<file path="src/rtl/srw_pkg.sv">
// shared constants for the special register write unit
package srw_pkg;
   // ==========================================
   // widths
   localparam int DATA_W   = 32;
   localparam int OPC_W    = 8;
   // ==========================================
   // operation codes
   localparam logic [7:0] OPC_WRITE_SRC   = 8'h9f;
   localparam logic [7:0] OPC_WRITE_DST   = 8'ha0;
   localparam logic [7:0] OPC_WRITE_STATUS = 8'ha1;
   // ==========================================
   // reset values and timing
   localparam logic [31:0] COUNTER_RST    = 32'h0000_0000;
   localparam logic [31:0] STATUS_RST     = 32'h0000_0000;
   localparam int          FLAG_DELAY     = 3;
   // exception flag and enable bits of the status word (plain default)
   localparam logic [31:0] FLAG_BITS_MASK = 32'hffff_00ff;
endpackage : srw_pkg

</file>
<file path="src/rtl/srw_unit.sv">
// special register write unit: counters and status word updates
`timescale 1ns/1ps
module srw_unit
   import srw_pkg::*;
#(
   parameter int XDLY = srw_pkg::FLAG_DELAY
) (
   // clock and reset
   input  wire logic                       mclk,
   input  wire logic                       reset_n,
   // issued operation
   input  wire logic                       op_valid,
   input  wire logic [srw_pkg::OPC_W-1:0]  op_code,
   input  wire logic                       guard_present,
   input  wire logic [srw_pkg::DATA_W-1:0] guard_value,
   input  wire logic [srw_pkg::DATA_W-1:0] first_source_register,
   input  wire logic [srw_pkg::DATA_W-1:0] second_source_register,
   // interruptible jump
   input  wire logic                       ijump_valid,
   input  wire logic [srw_pkg::DATA_W-1:0] ijump_target,
   input  wire logic                       nmi_pending,
   input  wire logic                       int_pending,
   input  wire logic                       exception_event,
   // hardware status updates
   input  wire logic [srw_pkg::DATA_W-1:0] hw_status_mask,
   input  wire logic [srw_pkg::DATA_W-1:0] hw_status_value,
   // register views
   output logic      [srw_pkg::DATA_W-1:0] resume_target_counter,
   output logic      [srw_pkg::DATA_W-1:0] tree_source_counter,
   output logic      [srw_pkg::DATA_W-1:0] program_control_status_word,
   output logic      [srw_pkg::DATA_W-1:0] flag_view
);
   import srw_pkg::*;

   // all architectural state of the unit
   typedef struct packed {
      logic [DATA_W-1:0] resume;
      logic [DATA_W-1:0] source;
      logic [DATA_W-1:0] psw;
   } srw_state_t;

   srw_state_t        state_q;
   srw_state_t        state_d;
   logic              go;
   logic              wr_dst;
   logic              wr_src;
   logic              wr_psw;
   logic              quiet;
   logic [DATA_W-1:0] sw_psw;
   logic [DATA_W-1:0] flag_bits;

   // ==========================================
   // decode
   // the valid strobe is an argument so that every caller
   // re-evaluates when the strobe alone changes
   function automatic logic is_op(input logic             v,
                                  input logic [OPC_W-1:0] c,
                                  input logic [OPC_W-1:0] ref_c);
      return v && (c == ref_c);
   endfunction : is_op

   // no guard means unconditional, else guard lsb decides
   assign go     = !guard_present || guard_value[0];
   assign wr_dst = is_op(op_valid, op_code, OPC_WRITE_DST) && go;
   assign wr_src = is_op(op_valid, op_code, OPC_WRITE_SRC) && go;
   assign wr_psw = is_op(op_valid, op_code, OPC_WRITE_STATUS) && go;
   // any pending event marks the jump as interrupted
   assign quiet  = !(nmi_pending || int_pending || exception_event);
   // masked software merge
   assign sw_psw = (state_q.psw & ~second_source_register)
                 | (first_source_register & second_source_register);

   // ==========================================
   // next state
   always_comb begin
      state_d = state_q;
      // jump updates come first so a same-cycle software write wins
      if (ijump_valid) begin
         state_d.resume = ijump_target;
      end
      if (wr_dst) begin
         state_d.resume = first_source_register;
      end
      if (ijump_valid && quiet) begin
         state_d.source = ijump_target;
      end
      if (wr_src) begin
         state_d.source = first_source_register;
      end
      if (wr_psw) begin
         state_d.psw = sw_psw;
      end
      // hardware bits win over software bits
      state_d.psw = (state_d.psw & ~hw_status_mask)
                  | (hw_status_value & hw_status_mask);
   end

   always_ff @(posedge mclk) begin
      if (!reset_n) begin
         state_q.resume <= COUNTER_RST;
         state_q.source <= COUNTER_RST;
         state_q.psw    <= STATUS_RST;
      end else begin
         state_q <= state_d;
      end
   end

   assign resume_target_counter       = state_q.resume;
   assign tree_source_counter         = state_q.source;
   assign program_control_status_word = state_q.psw;

   // ==========================================
   // exception flag view seen by interrupt logic
   // only flag and enable bits travel down the delay line
   assign flag_bits = state_q.psw & FLAG_BITS_MASK;

   srw_delay #(
      .W     (DATA_W),
      .DEPTH (XDLY)
   ) u_dly (
      .mclk    (mclk),
      .reset_n (reset_n),
      .din     (flag_bits),
      .dout    (flag_view)
   );

   // ==========================================
   // assertions
   a_dst_write: assert property (
      @(posedge mclk) disable iff (!reset_n)
      wr_dst |=> resume_target_counter == $past(first_source_register))
      else $error("resume target write lost");

   a_dst_jump: assert property (
      @(posedge mclk) disable iff (!reset_n)
      ijump_valid && !wr_dst
      |=> resume_target_counter == $past(ijump_target))
      else $error("jump target not stored");

   a_src_write: assert property (
      @(posedge mclk) disable iff (!reset_n)
      wr_src |=> tree_source_counter == $past(first_source_register))
      else $error("tree source write lost");

   a_src_jump: assert property (
      @(posedge mclk) disable iff (!reset_n)
      ijump_valid && quiet && !wr_src
      |=> tree_source_counter == $past(ijump_target))
      else $error("quiet jump did not load source");

   a_src_hold_busy: assert property (
      @(posedge mclk) disable iff (!reset_n)
      ijump_valid && !quiet && !wr_src |=> $stable(tree_source_counter))
      else $error("interrupted jump moved source");

   a_guard_false: assert property (
      @(posedge mclk) disable iff (!reset_n)
      op_valid && guard_present && !guard_value[0] && !ijump_valid
      |=> $stable(resume_target_counter) && $stable(tree_source_counter))
      else $error("false guard wrote counter");

   a_psw_mask: assert property (
      @(posedge mclk) disable iff (!reset_n)
      wr_psw && hw_status_mask == '0 |=> program_control_status_word ==
      (($past(state_q.psw) & ~$past(second_source_register)) |
       ($past(first_source_register) & $past(second_source_register))))
      else $error("masked status write wrong");

   a_psw_hw_wins: assert property (
      @(posedge mclk) disable iff (!reset_n)
      1'b1 |=> ((program_control_status_word ^ $past(hw_status_value))
               & $past(hw_status_mask)) == '0)
      else $error("hardware bits not kept");

   a_no_guard: assert property (
      @(posedge mclk) disable iff (!reset_n)
      is_op(op_valid, op_code, OPC_WRITE_SRC) && !guard_present
      |=> tree_source_counter == $past(first_source_register))
      else $error("unguarded write ignored");

   a_unknown_op: assert property (
      @(posedge mclk) disable iff (!reset_n)
      op_valid && op_code != OPC_WRITE_DST && op_code != OPC_WRITE_SRC
      && op_code != OPC_WRITE_STATUS && !ijump_valid && hw_status_mask == '0
      |=> $stable(resume_target_counter) && $stable(tree_source_counter)
      && $stable(program_control_status_word))
      else $error("unknown opcode changed a register");

   a_flag_delay: assert property (
      @(posedge mclk) disable iff (!reset_n)
      wr_psw ##1 1'b1[*3] |-> flag_view ==
      ($past(program_control_status_word, 3) & FLAG_BITS_MASK))
      else $error("exception view delay wrong");

   // every view reads its reset value the cycle after a reset edge
   a_reset_clear: assert property (
      @(posedge mclk)
      !reset_n |=> resume_target_counter == COUNTER_RST
      && tree_source_counter == COUNTER_RST
      && program_control_status_word == STATUS_RST && flag_view == '0)
      else $error("reset left a register set");

   // ==========================================
   // cover points
   c_dst_clash: cover property (@(posedge mclk) wr_dst && ijump_valid);
   c_src_clash: cover property (@(posedge mclk) wr_src && ijump_valid);
   c_psw_hw: cover property (@(posedge mclk) wr_psw && hw_status_mask != '0);
   c_guard_off: cover property (@(posedge mclk)
      op_valid && guard_present && !guard_value[0]);
   c_src_busy: cover property (@(posedge mclk) ijump_valid && !quiet);
endmodule : srw_unit

</file>
<file path="src/rtl/srw_delay.sv">
// fixed-latency delay line for the exception view of the status word
`timescale 1ns/1ps
module srw_delay #(
   parameter int W     = 32,
   parameter int DEPTH = 3
) (
   // clock and reset
   input  wire logic         mclk,
   input  wire logic         reset_n,
   // data
   input  wire logic [W-1:0] din,
   output logic      [W-1:0] dout
);
   typedef struct packed {
      logic [DEPTH-1:0][W-1:0] stage;
   } srw_dly_state_t;

   srw_dly_state_t state_q;
   srw_dly_state_t state_d;

   always_comb begin
      state_d = state_q;
      state_d.stage[0] = din;
      for (int i = 1; i < DEPTH; i++) begin
         state_d.stage[i] = state_q.stage[i-1];
      end
   end

   always_ff @(posedge mclk) begin
      if (!reset_n) begin
         state_q <= '0;
      end else begin
         state_q <= state_d;
      end
   end

   assign dout = state_q.stage[DEPTH-1];
endmodule : srw_delay

</file>
<file path="config.mk">
export PLATFORM = sky130hd
export DESIGN_NAME = srw_unit
export DESIGN_NICKNAME = d
export VERILOG_FILES = /design/src/rtl/srw_pkg.sv /design/src/rtl/srw_unit.sv /design/src/rtl/srw_delay.sv
export SDC_FILE = /design/constraint.sdc
export NUM_CORES = 1
export LEC_CHECK = 0
export ABC_CLOCK_PERIOD_IN_PS = 2150
export BUFFER_PORTS_ARGS = -buffer_cell sky130_fd_sc_hd__buf_2
export CAP_MARGIN = 10
export CORE_ASPECT_RATIO = 0.9
export CORE_MARGIN = 2
export CORE_UTILIZATION = 25
export DETAILED_ROUTE_END_ITERATION = 7
export PLACE_DENSITY = 0.5
export SYNTH_ARGS = -nofsm -noshare
export SYNTH_HDL_FRONTEND = slang
export SYNTH_HIERARCHICAL = 1
export SYNTH_SLANG_ARGS = --single-unit
</file>
<file path="constraint.sdc">
create_clock -name mclk -period 2.15 [get_ports mclk]
set_input_delay 0.1075 -clock mclk [delete_from_list [all_inputs] [get_ports mclk]]
set_output_delay 0.1075 -clock mclk [all_outputs]
set_load 0.02 [all_outputs]
</file>
==> results.toml <==
[run_status]
status = "finished, final reports clean"

[die]
initial_utilization_pct = 25.3
die_w_um = 186
coreArea_um2 = 29700
rows = 60
die_area_um2 = 31400
fp.dieH_um = 168
ioPinCount = 336

[final_layout]
mostFrequentLayoutCells = "303 x buf_2, 192 x dfxtp_1, 96 x and2_1"
area_growth_pct = 45.9
fin_nets = 1312
drive_gt1_share_pct = 32.9
final_common_cell = "buf_2"

[cts]
path_clk_slew_ns = 0.07
cts-root-buf = "clkbuf_16"
worstSkewPairLatency_ns = 0.44
cts_resized = 0
cts_setup_buffers = 0
cts_made_buffers = 17
cts_buffer_depth = 2
cts_num_sinks = 192
cts_tree = "done"
htreeDepth = 4

[power_and_ir_drop]
vdd_drop_max_mv = 0.509
p_per_area_nw_per_um2 = 722
leakage_nw = 5.38

[timing]
fin_ws_ns = 0.407
worst_pin_slew_ns = 0.956
fin_worst_skew_ns = 0.0139
setup-violations-final = 0
fin_crit_ns = 1.74
hold_violations = 0
relSlewSlack_pct = 36.3
finalSetupTns_ns = 0
fin_crit_sh_pct = 81.1
slew_violations = 0
rsz0062_at_grt = "false"
fmax_mhz = 574

[routing]
antenna_left = 0
via_per_inst = 4.58
vias = 6960
routed_wl_um = 25500
firstDrtPassIters = 5
drc = 0
drtIter0Drc = 273
wl_per_cell_um = 16.8

[synthesis]
syn_inst = 714
async_reset_ff_share_pct = 0
synthDistinctLibCells = 25
yosysSeqAreaShare_pct = 51.3
yosysTopAreaCell = "dfxtp_1"
synth-seq-cells = 192
avgSynthCellArea_um2 = 10.5
synth_edf_count = 0
yosysTopAreaCellShare_pct = 51.3
synthTopCellsByArea = "dfxtp_1 51%, mux2i_1 8.6%, o211a_1 8.6%, and2_1 8.0%, a311oi_1 7.5%"
syn-cell-area_um2 = 7490
yosysWarnings = 6
synth_flop_cell = "dfxtp_1"

[critical_path]
worstSetupPathType = "in -> reg"
crit_slowest_cell = "dlygate4sd3_1"
cpPeakStageDelay_ns = 0.58
cp.arrival_ns = 2.06
critical_path_buf_inv_count = 4
cp_top_family = "buffers and inverters"
worstPathCellList = "buf_2, nor3_2, nand3b_1, buf_4, nor2_4, buf_4, a311oi_1, dlygate4sd3_1"
crit_required_ns = 2.47
critPathMaxFanout = 19
critPathMostFrequentCell = "buf_4"
endpoint_kind = "flip-flop"
startpoint_type = "primary input"

[job]
cap_violations = 0

[grt]
grt_remaining_overflow = 0
grt_pass1_wl_um = 39600
grt_usage_pct = 16.2
grt_max_degree = 46
antenna_found_initial = 1
grt_pass1_vias = 7104

[hold_path]
hold_class = "in -> reg"

[placed_design]
dpl_worst_slack_ns = 0.272
gp_congestion = 0.784
numPortBuffers = 304
dp_hpwl_um = 17400
## path summary, 6_finish.rpt
check / startpoint / endpoint / slack [ns] / depth (start not counted)
worst max-delay path: op_code[3] / flip-flop / 0.41 / 8
worst min-delay path: first_source_register[19] / resume_target_counter[19] / 0.02 / 2
worst max register to register: flip-flop / flip-flop / 0.83 / 3
worst min register to register: u_dly/state_d[72] / u_dly/dout[8] / 0.43 / 1
## final cells by class
type,instances,area (um^2)
inverter,32,120
tap,403,504
sequential,192,3840
clock buffer,19,443
clock inverter,13,120
fill,3019,18700
timing repair buffer,423,2690
multi-input combinational,438,3200
antenna,1,2.50
## metal layers
metal / up-vias / wire length [um] / GRT usage (%)
li1: 3358 / - / -
met1: 3329 / 11200 / 19.6
met2: 241 / 12300 / 28.1
met3: 30 / 1630 / 4.54
met4: 2 / 408 / 5.01
met5: - / 13 / 0
## power breakdown
part / switching, mW / internal (mW)
Sequential: 0.0673 / 3.70
Combinational: 0.525 / 0.507
Clock: 1.52 / 1.56
Total: 2.12 / 5.77
## logic make-up after synthesis
family / after synthesis / share of synthesized area [%]
buffers and inverters: 91 / 6.42
muxes: 64 / 8.55
and+or+nand+nor: 142 / 11.2
other: 1 / 0.0501
DFF: 192 / 51.3
AOI/OAI and AO/OA: 224 / 22.5
## through the flow
step                      power, mW  cell area [um^2]  utilization [%]  hold slack [ns]  std cells
after CTS                      8.00             10900             36.8          0.00672       1520
final                          7.89             10900             36.8           0.0163       1521
after global routing           8.23             10900             36.8           0.0181       1520
after floorplan                4.31              7510                -            0.216        721
after global placement         4.73              9410             31.7            0.313       1393
after detailed placement       4.74              9410             31.7            0.321       1393
## synthesized netlist by cell type (2+ instances only)
master    count
dfxtp_1     192
clkbuf_1     22
buf_2        18
o21ai_0      64
a311oi_1     64
buf_6        15
and3b_1       2
and2_1       96
o21ai_1      32
nand3b_1      2
inv_1        32
buf_1         3
o211a_1      64
or2_1         2
nor2_1       33
mux2i_1      64
## repair_timing
item | in CTS | in global routing
endpoints found under the setup margin | 0 | 0
endpoints found under the hold margin | 94 | 0
hold buffers | 95 | 0
Power figures use the tool's default switching activity.
